$ cat config.mk
export PLATFORM = sky130hd
export DESIGN_NAME = cpr_charge_param_regs
export DESIGN_NICKNAME = d
export VERILOG_FILES = /design/src/cpr_charge_param_regs.v
export VERILOG_INCLUDE_DIRS = /design/src
export SDC_FILE = /design/constraint.sdc
export NUM_CORES = 1
export LEC_CHECK = 0
export BUFFER_PORTS_ARGS = -buffer_cell sky130_fd_sc_hd__buf_2
export CAP_MARGIN = 15
export CORE_ASPECT_RATIO = 2
export CORE_MARGIN = 10
export CORE_UTILIZATION = 45
export CTS_BUF_LIST = sky130_fd_sc_hd__clkbuf_4
export DETAILED_ROUTE_END_ITERATION = 12
export PLACE_DENSITY = 0.82
export SLEW_MARGIN = 25
export SYNTH_ARGS = -nofsm -noshare
export SYNTH_HDL_FRONTEND = slang
export SYNTH_SLANG_ARGS = --single-unit
export TNS_END_PERCENT = 5
$ cat constraint.sdc
create_clock -name clk_in -period 1.8 [get_ports clk_in]
set_input_delay 0.27 -clock clk_in [delete_from_list [all_inputs] [get_ports clk_in]]
set_output_delay 0.27 -clock clk_in [all_outputs]
set_load 0.01 [all_outputs]
$ cat src/cpr_regs.vh
// Offsets, field positions, reset values and timing counts of the block
`ifndef CPR_REGS_VH
`define CPR_REGS_VH

// ==========================================================
// Register offsets
`define CPR_OFS_PRECHG_TERM 8'h03
`define CPR_OFS_CHG_VOLT 8'h04
`define CPR_OFS_TERM_TIMER 8'h05

// ==========================================================
// Reset values
`define CPR_RST_PRECHG_TERM 8'h11
`define CPR_RST_CHG_VOLT 8'hB2
`define CPR_RST_TERM_TIMER 8'h9A

// ==========================================================
// Field positions
`define CPR_PRECHG_MSB 7
`define CPR_PRECHG_LSB 4
`define CPR_TERM_MSB 3
`define CPR_TERM_LSB 0
`define CPR_CHARGE_VOLTAGE_CODE_MSB 7
`define CPR_CHARGE_VOLTAGE_CODE_LSB 2
`define CPR_LOWV_BIT 1
`define CPR_RECHG_BIT 0
`define CPR_EN_TERM_BIT 7
`define CPR_TERM_STAT_BIT 6
`define CPR_WDOG_MSB 5
`define CPR_WDOG_LSB 4
`define CPR_EN_TIMER_BIT 3
`define CPR_CHG_TMR_MSB 2
`define CPR_CHG_TMR_LSB 1

// ==========================================================
// Analog scaling, in mA, mV and hours
`define CPR_CUR_OFS_MA 12'h080
`define CPR_CUR_STEP_MA 12'h080
`define CPR_CHARGE_VOLTAGE_CODE_OFS_MV 13'h0DB0
`define CPR_CHARGE_VOLTAGE_CODE_STEP_MV 13'h0010
`define CPR_CHARGE_VOLTAGE_CODE_MAX_CODE 6'h38
`define CPR_LOWV_LO_MV 12'hAF0
`define CPR_LOWV_HI_MV 12'hBB8
`define CPR_RECHG_LO_MV 9'h064
`define CPR_RECHG_HI_MV 9'h12C
`define CPR_EARLY_STAT_MA 12'h320
`define CPR_TMR_5_HRS 5'h05
`define CPR_TMR_8_HRS 5'h08
`define CPR_TMR_12_HRS 5'h0C
`define CPR_TMR_20_HRS 5'h14

// ==========================================================
// Watchdog timing
`define CPR_CLK_HZ 25000000
`define CPR_WDOG_40_S 8'h28
`define CPR_WDOG_80_S 8'h50
`define CPR_WDOG_160_S 8'hA0

`endif

$ cat src/cpr_charge_param_regs.v
// Charge parameter registers with field decode and host-link watchdog
// How it works
// - Pre-charge current code in bits 7..4, 128mA steps
// - Termination current code in bits 3..0, 128mA steps
// - Current register resets to 0x11
// - Voltage code bits 7..2, 16mV over 3.504V
// - Voltage register resets to 0xB2, 4.208V
// - Bit 1 picks 2.8V or 3.0V threshold
// - Bit 0 picks 100mV or 300mV recharge drop
// - Bit 7 enables termination, default on
// - Bit 6 selects early status below 800mA
// - Bits 5..4 set watchdog off/40/80/160 s
// - Bit 3 enables safety timer, default on
// - Bits 2..1 pick 5/8/12/20 hour timer
// - Timer register resets to 0x9A
// - All bits read back last written value
// - Watchdog restart bit self-clears after restart
`timescale 1ns/1ps
`include "cpr_regs.vh"

module cpr_charge_param_regs #(
    parameter SEC_CYCLES = `CPR_CLK_HZ
) (
    // Clock and reset
    input wire clk_in,
    input wire rst_in,
    // Register port from the serial engine
    input wire reg_wr_in,
    input wire reg_rd_in,
    input wire [7:0] reg_addr_in,
    input wire [7:0] reg_wdata_in,
    output reg [7:0] reg_rdata_out,
    output reg reg_rvalid_out,
    // Watchdog restart control bit
    input wire wdog_restart_wr_in,
    output reg wdog_restart_bit_out,
    output reg wdog_expire_out,
    // Raw fields to the charging loops
    output wire [3:0] precharge_current_code_out,
    output wire [3:0] termination_current_code_out,
    output wire [5:0] charge_voltage_code_out,
    output wire fastcharge_entry_threshold_out,
    output wire recharge_offset_select_out,
    output wire term_enable_out,
    output wire term_status_early_out,
    output wire [1:0] wdog_period_select_out,
    output wire safety_timer_enable_out,
    output wire [1:0] fastcharge_duration_select_out,
    // Decoded set points
    output reg [11:0] precharge_ma_out,
    output reg [11:0] termination_ma_out,
    output reg [12:0] charge_voltage_mv_out,
    output reg [11:0] fastcharge_entry_mv_out,
    output reg [8:0] recharge_drop_mv_out,
    output reg [11:0] status_threshold_ma_out,
    output reg [4:0] fastcharge_hours_out
);

    // ==========================================================
    // Port timing in brief
    // A write strobe is taken at a rising edge. The whole byte lands
    // at that edge and the raw field outputs follow straight away.
    // The decoded set points are registered and trail by one cycle,
    // which keeps the adders and the saturation off the field paths.
    // A read strobe is answered one cycle later. Read valid pulses for
    // one cycle and the read data holds until the next read.
    // A read and a write to the same offset in one cycle return the
    // value from before the write, since the read samples storage.
    // Unmapped offsets: writes are dropped and reads answer zero.
    // The reserved low bit of the timer register is kept as written;
    // the host is expected to write zero there, so nothing masks it.
    // Voltage codes above the top step are kept as written, but the
    // decoded set point stops at the top step.
    // The watchdog counts one-second ticks from a divider. A restart,
    // a change of period or a disabled period all clear the count, so
    // a new period counts from zero; the divider is not cleared, so its first second may be short.
    // The restart bit is high for one cycle after a write of 1 and
    // then clears itself; a new write of 1 in that cycle keeps it set.
    // While reset is held the decoded outputs read zero. They take
    // their default values at the first edge after release.
    // The strobe port is the only way in; the serial engine that
    // drives it sits outside this block.
    // Every output is registered or comes straight from a register,
    // so nothing here adds a combinational path from the strobes.

    // ==========================================================
    // Register storage
    reg [7:0] prechg_term_q;
    reg [7:0] chg_volt_q;
    reg [7:0] term_timer_q;
    wire hit_cur;
    wire hit_volt;
    wire hit_tmr;

    // Offset decode, shared by reads and writes
    assign hit_cur = (reg_addr_in == `CPR_OFS_PRECHG_TERM);
    assign hit_volt = (reg_addr_in == `CPR_OFS_CHG_VOLT);
    assign hit_tmr = (reg_addr_in == `CPR_OFS_TERM_TIMER);

    // Writes land whole; unmapped offsets are ignored
    // No commit step: storage feeds the field outputs directly
    always @(posedge clk_in) begin
        if (rst_in) begin
            prechg_term_q <= `CPR_RST_PRECHG_TERM;
            chg_volt_q <= `CPR_RST_CHG_VOLT;
            term_timer_q <= `CPR_RST_TERM_TIMER;
        end else if (reg_wr_in) begin
            if (hit_cur) begin
                prechg_term_q <= reg_wdata_in;
            end
            if (hit_volt) begin
                chg_volt_q <= reg_wdata_in;
            end
            if (hit_tmr) begin
                // Reserved bit 0 is stored as written
                term_timer_q <= reg_wdata_in;
            end
        end
    end

    // Read data one cycle after the strobe; unmapped reads return zero
    // Reads sample storage before a same-cycle write lands
    always @(posedge clk_in) begin
        if (rst_in) begin
            reg_rdata_out <= 8'h00;
            reg_rvalid_out <= 1'b0;
        end else begin
            reg_rvalid_out <= reg_rd_in;
            if (reg_rd_in) begin
                if (hit_cur) begin
                    reg_rdata_out <= prechg_term_q;
                end else if (hit_volt) begin
                    reg_rdata_out <= chg_volt_q;
                end else if (hit_tmr) begin
                    reg_rdata_out <= term_timer_q;
                end else begin
                    reg_rdata_out <= 8'h00;
                end
            end
        end
    end

    // ==========================================================
    // Raw fields, straight from storage so writes apply at once
    assign precharge_current_code_out =
        prechg_term_q[`CPR_PRECHG_MSB:`CPR_PRECHG_LSB];
    assign termination_current_code_out =
        prechg_term_q[`CPR_TERM_MSB:`CPR_TERM_LSB];
    assign charge_voltage_code_out =
        chg_volt_q[`CPR_CHARGE_VOLTAGE_CODE_MSB:`CPR_CHARGE_VOLTAGE_CODE_LSB];
    assign fastcharge_entry_threshold_out =
        chg_volt_q[`CPR_LOWV_BIT];
    assign recharge_offset_select_out = chg_volt_q[`CPR_RECHG_BIT];
    assign term_enable_out = term_timer_q[`CPR_EN_TERM_BIT];
    assign term_status_early_out = term_timer_q[`CPR_TERM_STAT_BIT];
    assign wdog_period_select_out =
        term_timer_q[`CPR_WDOG_MSB:`CPR_WDOG_LSB];
    assign safety_timer_enable_out = term_timer_q[`CPR_EN_TIMER_BIT];
    assign fastcharge_duration_select_out =
        term_timer_q[`CPR_CHG_TMR_MSB:`CPR_CHG_TMR_LSB];

    // ==========================================================
    // Decoded set points, registered one cycle behind the fields
    reg [5:0] vcode_sat;
    wire [11:0] prechg_ma_d;
    wire [11:0] term_ma_d;
    wire [12:0] volt_mv_d;
    always @* begin
        // Codes above the top valid step saturate at 4.400 V
        if (charge_voltage_code_out > `CPR_CHARGE_VOLTAGE_CODE_MAX_CODE) begin
            vcode_sat = `CPR_CHARGE_VOLTAGE_CODE_MAX_CODE;
        end else begin
            vcode_sat = charge_voltage_code_out;
        end
    end

    // Current limits: the offset plus one step per code count
    assign prechg_ma_d = `CPR_CUR_OFS_MA +
        `CPR_CUR_STEP_MA * {8'h00, precharge_current_code_out};
    assign term_ma_d = `CPR_CUR_OFS_MA +
        `CPR_CUR_STEP_MA * {8'h00, termination_current_code_out};

    // Voltage: the offset plus one step per saturated code count
    assign volt_mv_d = `CPR_CHARGE_VOLTAGE_CODE_OFS_MV +
        `CPR_CHARGE_VOLTAGE_CODE_STEP_MV * {7'h00, vcode_sat};

    always @(posedge clk_in) begin
        if (rst_in) begin
            precharge_ma_out <= 12'h000;
            termination_ma_out <= 12'h000;
            charge_voltage_mv_out <= 13'h0000;
            fastcharge_entry_mv_out <= 12'h000;
            recharge_drop_mv_out <= 9'h000;
            status_threshold_ma_out <= 12'h000;
            fastcharge_hours_out <= 5'h00;
        end else begin
            precharge_ma_out <= prechg_ma_d;
            termination_ma_out <= term_ma_d;
            charge_voltage_mv_out <= volt_mv_d;
            fastcharge_entry_mv_out <= fastcharge_entry_threshold_out ?
                `CPR_LOWV_HI_MV : `CPR_LOWV_LO_MV;
            recharge_drop_mv_out <= recharge_offset_select_out ?
                `CPR_RECHG_HI_MV : `CPR_RECHG_LO_MV;
            // Status pin follows termination current or the early level
            if (term_status_early_out) begin
                status_threshold_ma_out <= `CPR_EARLY_STAT_MA;
            end else begin
                status_threshold_ma_out <= term_ma_d;
            end
            case (fastcharge_duration_select_out)
                2'b00: fastcharge_hours_out <= `CPR_TMR_5_HRS;
                2'b01: fastcharge_hours_out <= `CPR_TMR_8_HRS;
                2'b10: fastcharge_hours_out <= `CPR_TMR_12_HRS;
                default: fastcharge_hours_out <= `CPR_TMR_20_HRS;
            endcase
        end
    end

    // ==========================================================
    // Host-link watchdog
    reg [24:0] tick_cnt_q;
    reg sec_tick_q;
    reg [7:0] sec_cnt_q;
    reg [7:0] wdog_limit;
    reg [1:0] wdog_sel_q;
    wire wdog_sel_chg;
    wire wdog_clear;
    wire wdog_last;
    wire [7:0] tmr_rst_w;

    // One-second enable pulse from the clock
    // SEC_CYCLES sets the tick rate, so a bench can run it fast
    always @(posedge clk_in) begin
        if (rst_in) begin
            tick_cnt_q <= 25'h0000000;
            sec_tick_q <= 1'b0;
        end else if (tick_cnt_q == SEC_CYCLES[24:0] - 25'h0000001) begin
            tick_cnt_q <= 25'h0000000;
            sec_tick_q <= 1'b1;
        end else begin
            tick_cnt_q <= tick_cnt_q + 25'h0000001;
            sec_tick_q <= 1'b0;
        end
    end

    // Period in seconds for the selected code
    always @* begin
        case (wdog_period_select_out)
            2'b01: wdog_limit = `CPR_WDOG_40_S;
            2'b10: wdog_limit = `CPR_WDOG_80_S;
            2'b11: wdog_limit = `CPR_WDOG_160_S;
            default: wdog_limit = 8'h00;
        endcase
    end

    // A new period takes effect from a fresh count
    assign wdog_sel_chg = (wdog_sel_q != wdog_period_select_out);

    // Reasons to start the count afresh
    assign wdog_clear = (wdog_limit == 8'h00) || wdog_restart_bit_out ||
        wdog_sel_chg;

    // Last second of the selected period
    assign wdog_last = (sec_cnt_q == wdog_limit - 8'h01);

    // Period code as the timer register holds it after reset
    assign tmr_rst_w = `CPR_RST_TERM_TIMER;

    // Seconds counter; expiry is a one-cycle pulse
    // The count runs only while a period is selected
    always @(posedge clk_in) begin
        if (rst_in) begin
            sec_cnt_q <= 8'h00;
            wdog_expire_out <= 1'b0;
            wdog_sel_q <= tmr_rst_w[`CPR_WDOG_MSB:`CPR_WDOG_LSB];
        end else begin
            wdog_sel_q <= wdog_period_select_out;
            wdog_expire_out <= 1'b0;
            if (wdog_clear) begin
                sec_cnt_q <= 8'h00;
            end else if (sec_tick_q) begin
                if (wdog_last) begin
                    sec_cnt_q <= 8'h00;
                    wdog_expire_out <= 1'b1;
                end else begin
                    sec_cnt_q <= sec_cnt_q + 8'h01;
                end
            end
        end
    end

    // Restart bit: set by a write of 1, cleared once the count restarts
    // A write of 1 in the cycle of the self-clear keeps the bit set
    always @(posedge clk_in) begin
        if (rst_in) begin
            wdog_restart_bit_out <= 1'b0;
        end else if (wdog_restart_wr_in) begin
            wdog_restart_bit_out <= 1'b1;
        end else if (wdog_restart_bit_out) begin
            wdog_restart_bit_out <= 1'b0;
        end
    end

endmodule // cpr_charge_param_regs

# ---- After elaboration in Yosys (flattened, before gate mapping)
# Index checks and enable logic that the tools add are counted.
dict set report word_totals {
  register_bits 146
  inputBits 21
  out_inout_bits 109
  elab_cells 62
}
dict set report classes {
  addsub 6
  order_cmp 1
  eq_ne 11
  n_mux 13
  n_bitwise 1
  n_reduce_logical 11
}
# op n
set ops {}
lappend ops {{$mux W8} 4}
lappend ops {{$add A25 B1 Y25 const B} 1}
lappend ops {{$eq A25 B25 Y1 const B} 1}
lappend ops {{$add A8 B11 Y12 const A} 2}
lappend ops {{$pmux W8 S3} 1}
lappend ops {{$mux W9} 2}
lappend ops {{$eq A8 B3 Y1 const B} 2}
lappend ops {{$pmux W5 S3} 1}
lappend ops {{$add A12 B10 Y13 const A} 1}
lappend ops {{$mux W10} 1}
lappend ops {{$add A8 B1 Y8 const B} 1}
lappend ops {{$eq A8 B2 Y1 const B} 1}
lappend ops {{$eq A8 B8 Y1} 1}
lappend ops {{$logic_not A8 Y1} 1}
lappend ops {{$sub A8 B1 Y8 const B} 1}
lappend ops {{$eq A2 B2 Y1 const B} 3}
lappend ops {{$gt A6 B6 Y1 const B} 1}
lappend ops {{$mux W6} 1}
lappend ops {{$reduce_and A2 Y1} 3}
lappend ops {{$reduce_or A2 Y1} 3}
lappend ops {{$eq A2 B1 Y1 const B} 2}
lappend ops {{$mux W1} 3}
lappend ops {{$reduce_or A3 Y1} 1}
lappend ops {{$logic_not A2 Y1} 1}
lappend ops {{3 further kinds} 4}

# ---- Logic depth before layout (Yosys ltp)
# Gate-level depths: netlist (run 1).
dict set report logic_depth {
  depth_word 6
  mapped_depth 7
  ltp_nobuf 6
}

# ---- Worst setup path after synthesis (run 1)
# OpenSTA, ideal clock, no wires.
dict set report synth_timing {
  path_kind {register -> register}
  from {register term_timer_q[5]}
  to {register sec_cnt_q[0]}
  setup_ns 0.139
  t_arrival_ns 1.798
  required_time_ns 1.661
  setup_slack_ns -0.137
  stages_incl_launch_ff 8
  n_path_buf 1
  period_less_slack_ns 1.937
  path_cell_list {dfxtp_1 clkbuf_1 inv_1 ha_1 and3b_1 o22ai_1 o31ai_1 nor2_1}
}
dict set report synth_via {
  elab_chain_len 6
  word_cells_on_any_way 12
  classes_between {1 x add/sub; 5 x eq/ne; 2 x mux; 4 x reduce/logical}
}
# item line_no
set synth_lines {}
lappend synth_lines {{from (decl)} cpr_charge_param_regs.v:90} ;# reg [7:0] term_timer_q;
lappend synth_lines {{from (signal assigned)} cpr_charge_param_regs.v:106} ;# term_timer_q <= `CPR_RST_TERM_TIMER;
lappend synth_lines {{from (signal assigned)} cpr_charge_param_regs.v:116} ;# term_timer_q <= reg_wdata_in;
lappend synth_lines {{parallel branches: the longest is 6 deep, another holds $sub A8 B1 Y8} --}
lappend synth_lines {{to (signal assigned)} cpr_charge_param_regs.v:286} ;# sec_cnt_q <= sec_cnt_q + 8'h01;
lappend synth_lines {{to (decl)} cpr_charge_param_regs.v:223} ;# reg [7:0] sec_cnt_q;
# Parallel ways; which one is timed is not known.
# A chain may end at the register's enable or synchronous reset.

# ---- Worst setup path after layout (run 1)
dict set report layout_timing {
  from {register tick_cnt_q[1]}
  to {register tick_cnt_q[22]}
}
dict set report layout_via {
  elab_chain_len 2
  word_cells_on_any_way 3
  classes_between {1 x add/sub; 1 x eq/ne; 1 x reduce/logical}
}
# item line_no
set layout_lines {}
lappend layout_lines {{from (decl)} cpr_charge_param_regs.v:221} ;# reg [24:0] tick_cnt_q;
lappend layout_lines {{from (signal assigned)} cpr_charge_param_regs.v:241} ;# tick_cnt_q <= tick_cnt_q + 25'h0000001;
lappend layout_lines {{parallel branches: the longest is 2 deep, another holds $add A25 B1 Y25} --}
# Parallel ways; which one is timed is not known.

==> results of run 1 <==
layer usage:
metal  track usage (%)  up-vias  routed length, µm
met5                 0        -                  0
met4             9.169        0                519
met1             14.74     1793               4468
met2             29.01      137               6339
met3             4.828       39                702
li1                  -     1867                  -
stage by stage:
step | hold WS, ps | cell area, µm² | setup TNS, ps
2_1_floorplan | 395.1 | 4733 | -31.08
3_3_place_gp | 455.3 | 5239 | 0
3_5_place_dp | 458.9 | 5239 | -143.6
4_1_cts | 9.516 | 5445 | -5.036
5_1_grt | 1.445 | 5513 | -1771
6_report | 27.02 | 5513 | -198.4
area by class of cell:
cell class	count	area (µm²)	share of cell area, %
Antenna cell	1	2.502	0.04539
Clock buffer	9	67.56	1.226
Clock inverter	7	108.9	1.975
Inverter	9	33.78	0.6128
Multi-Input combinational cell	347	2220	40.26
Sequential cell	105	2107	38.22
Tap cell	135	168.9	3.064
Timing Repair Buffer	137	804.5	14.59
cell usage after synthesis, drive strengths merged, types with 2 or more instances:
cell    number
inv          9
nor3         7
nor4bb       8
and3b        4
nor2        56
or3          9
buf         53
and4         4
a21oi       26
xor2        10
nand2       29
nand2b      10
dfxtp      105
clkbuf      14
a311o        8
nand4        8
or4          7
ha          11
nor4         2
and3         5
mux2i       25
xnor2       17
o21ai        9
o211ai       8
nor3b        2
nor2b       16
nand3       16
o31ai        6
or2          3
where the power goes:
part | switching, mW | total [mW] | internal (mW)
Sequential | 0.0140 | 2.36 | 2.35
Clock | 0.831 | 1.43 | 0.595
Combinational | 0.155 | 0.249 | 0.0943
sequential cells by signal, summed over array words and instances (netlist names):
signal	flops
charge_voltage_mv_out	9
status_threshold_ma_out	6
recharge_drop_mv_out	3
wdog_sel_q	2
sec_cnt_q	8
chg_volt_q	8
term_timer_q	8
fastcharge_entry_mv_out	2
tick_cnt_q	25
wdog_expire_out	1
wdog_restart_bit_out	1
fastcharge_hours_out	4
prechg_term_q	8
reg_rvalid_out	1
reg_rdata_out	8
precharge_ma_out	5
termination_ma_out	5
sec_tick_q	1
placed cells by master, fill, tap and decap left out, types with 3 or more instances in the layout:
master,synthesis,routed
nand3_1,15,14
o21ai_0,9,7
or4_4,0,3
mux2i_1,25,25
conb_1,1,33
buf_4,45,37
dfxtp_2,0,4
nor4bb_1,8,8
a21oi_1,26,25
nor3_1,7,6
and3b_1,4,4
o211ai_1,8,8
nor2_1,56,56
ha_1,11,10
nor2b_1,16,16
nand2b_1,10,10
nand4_1,8,8
or2_2,3,3
inv_1,9,9
a311o_1,8,8
or3_1,9,9
buf_2,4,97
and3_1,5,5
or4_1,7,4
xnor2_1,17,17
xor2_1,10,10
o31ai_1,6,4
nand2_1,29,29
dfxtp_1,105,101
clkbuf_4,0,9
and4_1,4,4
kinds of logic after synthesis:
kind of cell	count (synthesis)
xor gates and xnor gates	27
AOI/OAI and AO/OA	61
and+or+nand+nor	190
DFF	105
buffers and inverters	76
muxes	25
other	1
adders and majority gates	11
tightest hold or removal path, stage by stage:
cell,delay [ps]
buf_2,100
mux2i_1,60
nand2_1,60
what timing repair did:
item                                   in CTS  in global routing
gates resized for setup                     7                  9
setup buffers                               0                  3
hold buffers                                1                  0
pin swaps                                   1                 12
gates cloned                                0                  1
setup endpoints to repair                  19                 30
endpoints found under the hold margin       1                  0
worst paths after layout:
check,to,cells after the start
worst min-delay path,chg_volt_q[7]$_SDFFE_PP1P_,3
worst max register to register,tick_cnt_q[22]$_SDFF_PP0_,5
worst max-delay path,tick_cnt_q[22]$_SDFF_PP0_,5
worst min register to register,reg_rdata_out[6]$_SDFFE_PP0P_,2
==> results.py, run 1 <==
metrics = {
    "timing": {
        "rsz0062_at_grt": "yes",
        "fmax_ghz": 0.5352,
        "skew_ps": 32.34,
        "finalCritPeriodShare_pct": 103.8,
        "finalSetupViolations": 6,
        "hold_violations": 0,
        "fin_crit_ps": 1869,
        "drv_slew": 0,
        "setup_ws_ps": -68.51,
    },
    "power": {
        "total_power_mw": 4.039,
        "power_density_nw_per_um2": 732.7,
        "power.leakage_nw": 2.502,
        "vdd_ir_drop_max_v": 0.0004179,
    },
    "grt": {
        "grt_pass1_wl_um": 18950,
        "grt_start_max_net_pins": 25,
        "antenna_found_initial": 1,
        "grt_pass1_vias": 3941,
        "grt_usage_pct": 15.72,
        "gr-total-overflow": 0,
    },
    "routing": {
        "via_per_inst": 5.115,
        "drtIter0Drc": 154,
        "drc_errors": 0,
        "vias": 3836,
        "final_antenna_net_count": 0,
        "wirelength_um": 12030,
        "wl_per_cell_um": 16.04,
        "firstDrtPassIters": 4,
    },
    "floorplan": {
        "dieArea_um2": 14920,
        "dieWidth_um": 91.53,
        "die_h_um": 163.1,
        "coreArea_um2": 10080,
        "start_util_pct": 45.66,
        "pin_count": 130,
        "rows": 52,
    },
    "worst_setup_path": {
        "cp_data_required_time_ps": 2220,
        "cp-end-kind": "register",
        "critPathTopFamily": "simple AND/OR/NAND/NOR gates",
        "reg2reg_slack_ps": -70,
        "cp-start-kind": "register",
        "crit_chain": "ha_4 > nand3_2 > or4_4 > or4_1 > a21oi_1",
        "regToRegStartpoint": "tick_cnt_q[1]$_SDFF_PP0_",
        "worst-path-buf-inv": 0,
        "cp-startpoint": "tick_cnt_q[1]$_SDFF_PP0_",
        "crit_type": "register to register",
        "critPathMaxStageDelay_ps": 560,
        "crit_fanout": 5,
        "arrival_ps": 2290,
        "critPathSlowestCell": "or4_4",
    },
    "yosys": {
        "synth-simple-area-share_pct": 22.23,
        "avgSynthCellArea_um2": 9.283,
        "synth-edff-count": 0,
        "seq_area_frac_synth_pct": 45.65,
        "ys_warn_count": 0,
        "synth_compound_area_share_pct": 8.505,
        "yosysTopAreaCellShare_pct": 45.65,
        "yosysTopAreaCell": "dfxtp_1",
        "synth.distinct_cells": 41,
        "ys_ff_latch": 105,
        "syn-cell-area_um2": 4604,
        "async_reset_ff_share_pct": 0,
        "muxShareOfSynthArea_pct": 5.435,
        "synth_flop_cell": "dfxtp_1",
        "synth_top_family_by_area": "simple AND/OR/NAND/NOR gates",
        "synthAdderAreaFrac_pct": 2.989,
        "synth-xor-area-share_pct": 5.136,
        "synth.top_cells.by_area": "dfxtp_1 46%, buf_4 7.3%, mux2i_1 5.4%",
        "netlist_instances": 496,
    },
    "placement": {
        "place_inst": 728,
        "io_buffers": 96,
        "dp_worst_setup_slack_ps": -30.10,
        "place.gp.congestion": 0.8763,
        "dp_hpwl_um": 9405,
    },
    "run_status": {
        "status": "complete, but fails checks",
        "violations": "setup timing",
    },
    "finish": {
        "fin_cells": 750,
        "area_growth_pct": 19.73,
        "nFillCells": 903,
        "final_layout_size_suffix_gt1_share_pct": 27.69,
        "nNetsFinal": 641,
        "final_util_pct": 54.67,
    },
    "clock_tree": {
        "cts_tree": "yes",
        "clkTransAtPathRegs_ps": 180,
        "clock_latency_ps": 480,
        "root_buffer": "clkbuf_4",
        "cts_buffer_depth": 2,
        "cts_max_level": 3,
        "cts_sinks": 105,
        "numCtsBuffers": 9,
    },
    "min_path": {
        "hp-class": "primary input to register",
        "hp-start": "reg_wdata_in[7]",
    },
    "flow_run": {
        "max_cap_violations": 0,
    },
}
Power figures use the tool's default switching activity.
==> run 2: changes to the inputs <==
--- a/config.mk
+++ b/config.mk
@@ -11,7 +11,6 @@
 export CORE_ASPECT_RATIO = 2
 export CORE_MARGIN = 10
 export CORE_UTILIZATION = 45
-export CTS_BUF_LIST = sky130_fd_sc_hd__clkbuf_4
 export DETAILED_ROUTE_END_ITERATION = 12
 export PLACE_DENSITY = 0.82
 export SLEW_MARGIN = 25
==> run 2 against run 1 <==
- critical path depth is 1 lower
- clock skew is 18 ps lower
- register-to-register slack better by 60 ps
- sequential share of layout area down 0.66 points
- sequential cell count did not move
- via count down 1.1%
- worst hold slack better by 100 ps
- combinational power fell by 4%
- clock power rose by 51%
- the run still ends with setup timing left
- setup slack gained 65 ps
- non-clock buffer count is 5 lower
- critical path type unchanged
==> results.py, run 2 (synthesis results as in run 1) <==
metrics = {
    "placement": {
        "dp_hpwl_um": 9405,
        "place.gp.congestion": 0.8763,
        "io_buffers": 96,
    },
    "floorplan": {
        "dieArea_um2": 14920,
        "rows": 52,
        "start_util_pct": 45.66,
        "dieWidth_um": 91.53,
        "coreArea_um2": 10080,
        "pin_count": 130,
        "die_h_um": 163.1,
    },
    "routing": {
        "via_per_inst": 5.097,
        "wirelength_um": 12020,
        "vias": 3792,
        "drc_errors": 0,
        "final_antenna_net_count": 0,
        "wl_per_cell_um": 16.16,
        "drtIter0Drc": 155,
        "firstDrtPassIters": 5,
    },
    "timing": {
        "setup_ws_ps": -3.848,
        "finalSetupViolations": 2,
        "drv_slew": 0,
        "rsz0062_at_grt": "yes",
        "final.setup.tns_ps": -5.392,
        "finalCritPeriodShare_pct": 100.2,
        "fin_crit_ps": 1804,
        "skew_ps": 14.83,
        "hold_violations": 0,
        "fmax_ghz": 0.5544,
    },
    "finish": {
        "num_antenna_cells": 0,
        "nNetsFinal": 636,
        "nFillCells": 891,
        "reg_top3": "tick_cnt_q (25), charge_voltage_mv_out (9)",
        "most-common-layout-cells": "101 x dfxtp_1, 96 x buf_2, 56 x nor2_1, 34 x buf_4, 33 x conb_1",
        "largest_register_ffs": 25,
        "final_util_pct": 55.63,
        "area_growth_pct": 21.85,
        "layout_commonest_cell": "dfxtp_1",
        "final_layout_size_suffix_gt1_share_pct": 26.93,
        "largest-register": "tick_cnt_q",
    },
    "worst_setup_path": {
        "crit_chain": "nand4_1 > or4_4 > or4_4 > a21oi_2",
        "crit_fanout": 4,
        "cp-end-kind": "register",
        "cp-start-kind": "register",
        "arrival_ps": 2100,
        "critPathMaxStageDelay_ps": 560,
        "critPathSlowestCell": "or4_4",
        "cp_data_required_time_ps": 2090,
        "critPathMostFrequentCell": "or4_4",
        "crit_type": "register to register",
    },
    "clock_tree": {
        "cts_max_level": 3,
        "cts_sinks": 105,
        "clock_latency_ps": 360,
        "cts_buffer_depth": 2,
        "numCtsBuffers": 9,
        "cts_tree": "yes",
        "post_cts_buffers": 0,
        "holdBufCountCts": 0,
        "clkTransAtPathRegs_ps": 70,
        "root_buffer": "clkbuf_16",
    },
    "grt": {
        "grt_start_max_net_pins": 25,
        "antenna_found_initial": 0,
        "gr-total-overflow": 0,
        "grt_usage_pct": 15.85,
        "grt_pass1_vias": 4003,
        "grt_pass1_wl_um": 19040,
    },
    "run_status": {
        "violations": "setup timing",
        "status": "complete, but fails checks",
    },
    "power": {
        "power.leakage_nw": 2.549,
        "power_density_nw_per_um2": 848.7,
        "vdd_ir_drop_max_v": 0.0005115,
    },
    "min_path": {
        "hp-class": "primary input to register",
    },
    "flow_run": {
        "max_cap_violations": 0,
    },
}
[run 2: cell count changes in the layout (fill, tap and decap cells not counted), moves of 2 or more]
| cell | before | now |
|---|---|---|
| buf_4 | 37 | 34 |
| clkbuf_16 | 0 | 9 |
| o21ai_0 | 7 | 9 |
| clkbuf_4 | 9 | 0 |
| o21ai_1 | 2 | 0 |
[run 2: routing by layer]
layer  track usage [%]  up-vias  part of all wire, %
met1             14.50     1760                   36
met2             29.53      146                   53
met4             10.60        0                  4.5
met3             4.230       36                  6.3
met5                 0        -                    0
li1                  -     1850                    -
[run 2: final timing paths]
path	cells after the start	slack, ps	endpoint	startpoint
setup reg to reg	4	-4	tick_cnt_q[24]$_SDFF_PP0_	tick_cnt_q[8]$_SDFF_PP0_
hold / removal	2	130	wdog_restart_bit_out$_SDFF_PP0_	wdog_restart_wr_in
setup / recovery	4	-4	tick_cnt_q[24]$_SDFF_PP0_	tick_cnt_q[8]$_SDFF_PP0_
hold reg to reg	2	470	reg_rdata_out[6]$_SDFFE_PP0P_	reg_rdata_out[6]$_SDFFE_PP0P_
[run 2: area by class of cell]
type                       instances  area, µm²  share of cell area (%)
multi-input combinational        347       2200                   39.21
clock inverter                     7      108.9                   1.940
sequential                       105       2107                   37.56
timing repair buffer             132      767.0                   13.67
clock buffer                       9      225.2                   4.014
tap                              135      168.9                   3.011
inverter                           9      33.78                  0.6021
[run 2: critical path, delay by kind of cell, from the launching register on]
family / cells / cell delay [ps]
compound gates: 1 / 120
flops: 1 / 360
simple gates: 3 / 1280
[run 2: report_power, final]
part	internal [mW]	switching (mW)
registers	2.35	0.0119
logic	0.0877	0.152
clock network	1.25	0.914
total	3.68	1.08
[run 2: metrics by stage]
stage / hold slack (ps) / instances / power (mW) / instance area (µm²) / setup slack (ps)
floorplan: 395.1 / 528 / 2.613 / 4733 / -11.70
global placement: 455.3 / 728 / 2.639 / 5239 / 12.15
detailed placement: 458.9 / 728 / 2.646 / 5239 / -30.10
CTS: 120.9 / 744 / 4.789 / 5587 / 1.230
global route: 167.2 / 744 / 4.896 / 5610 / -81.37
finish: 128.1 / 744 / 4.761 / 5610 / -3.848
[run 2: timing repair]
item	in CTS	in global routing
gates resized for setup	4	7
pin swaps	1	4
setup endpoints to repair	13	30
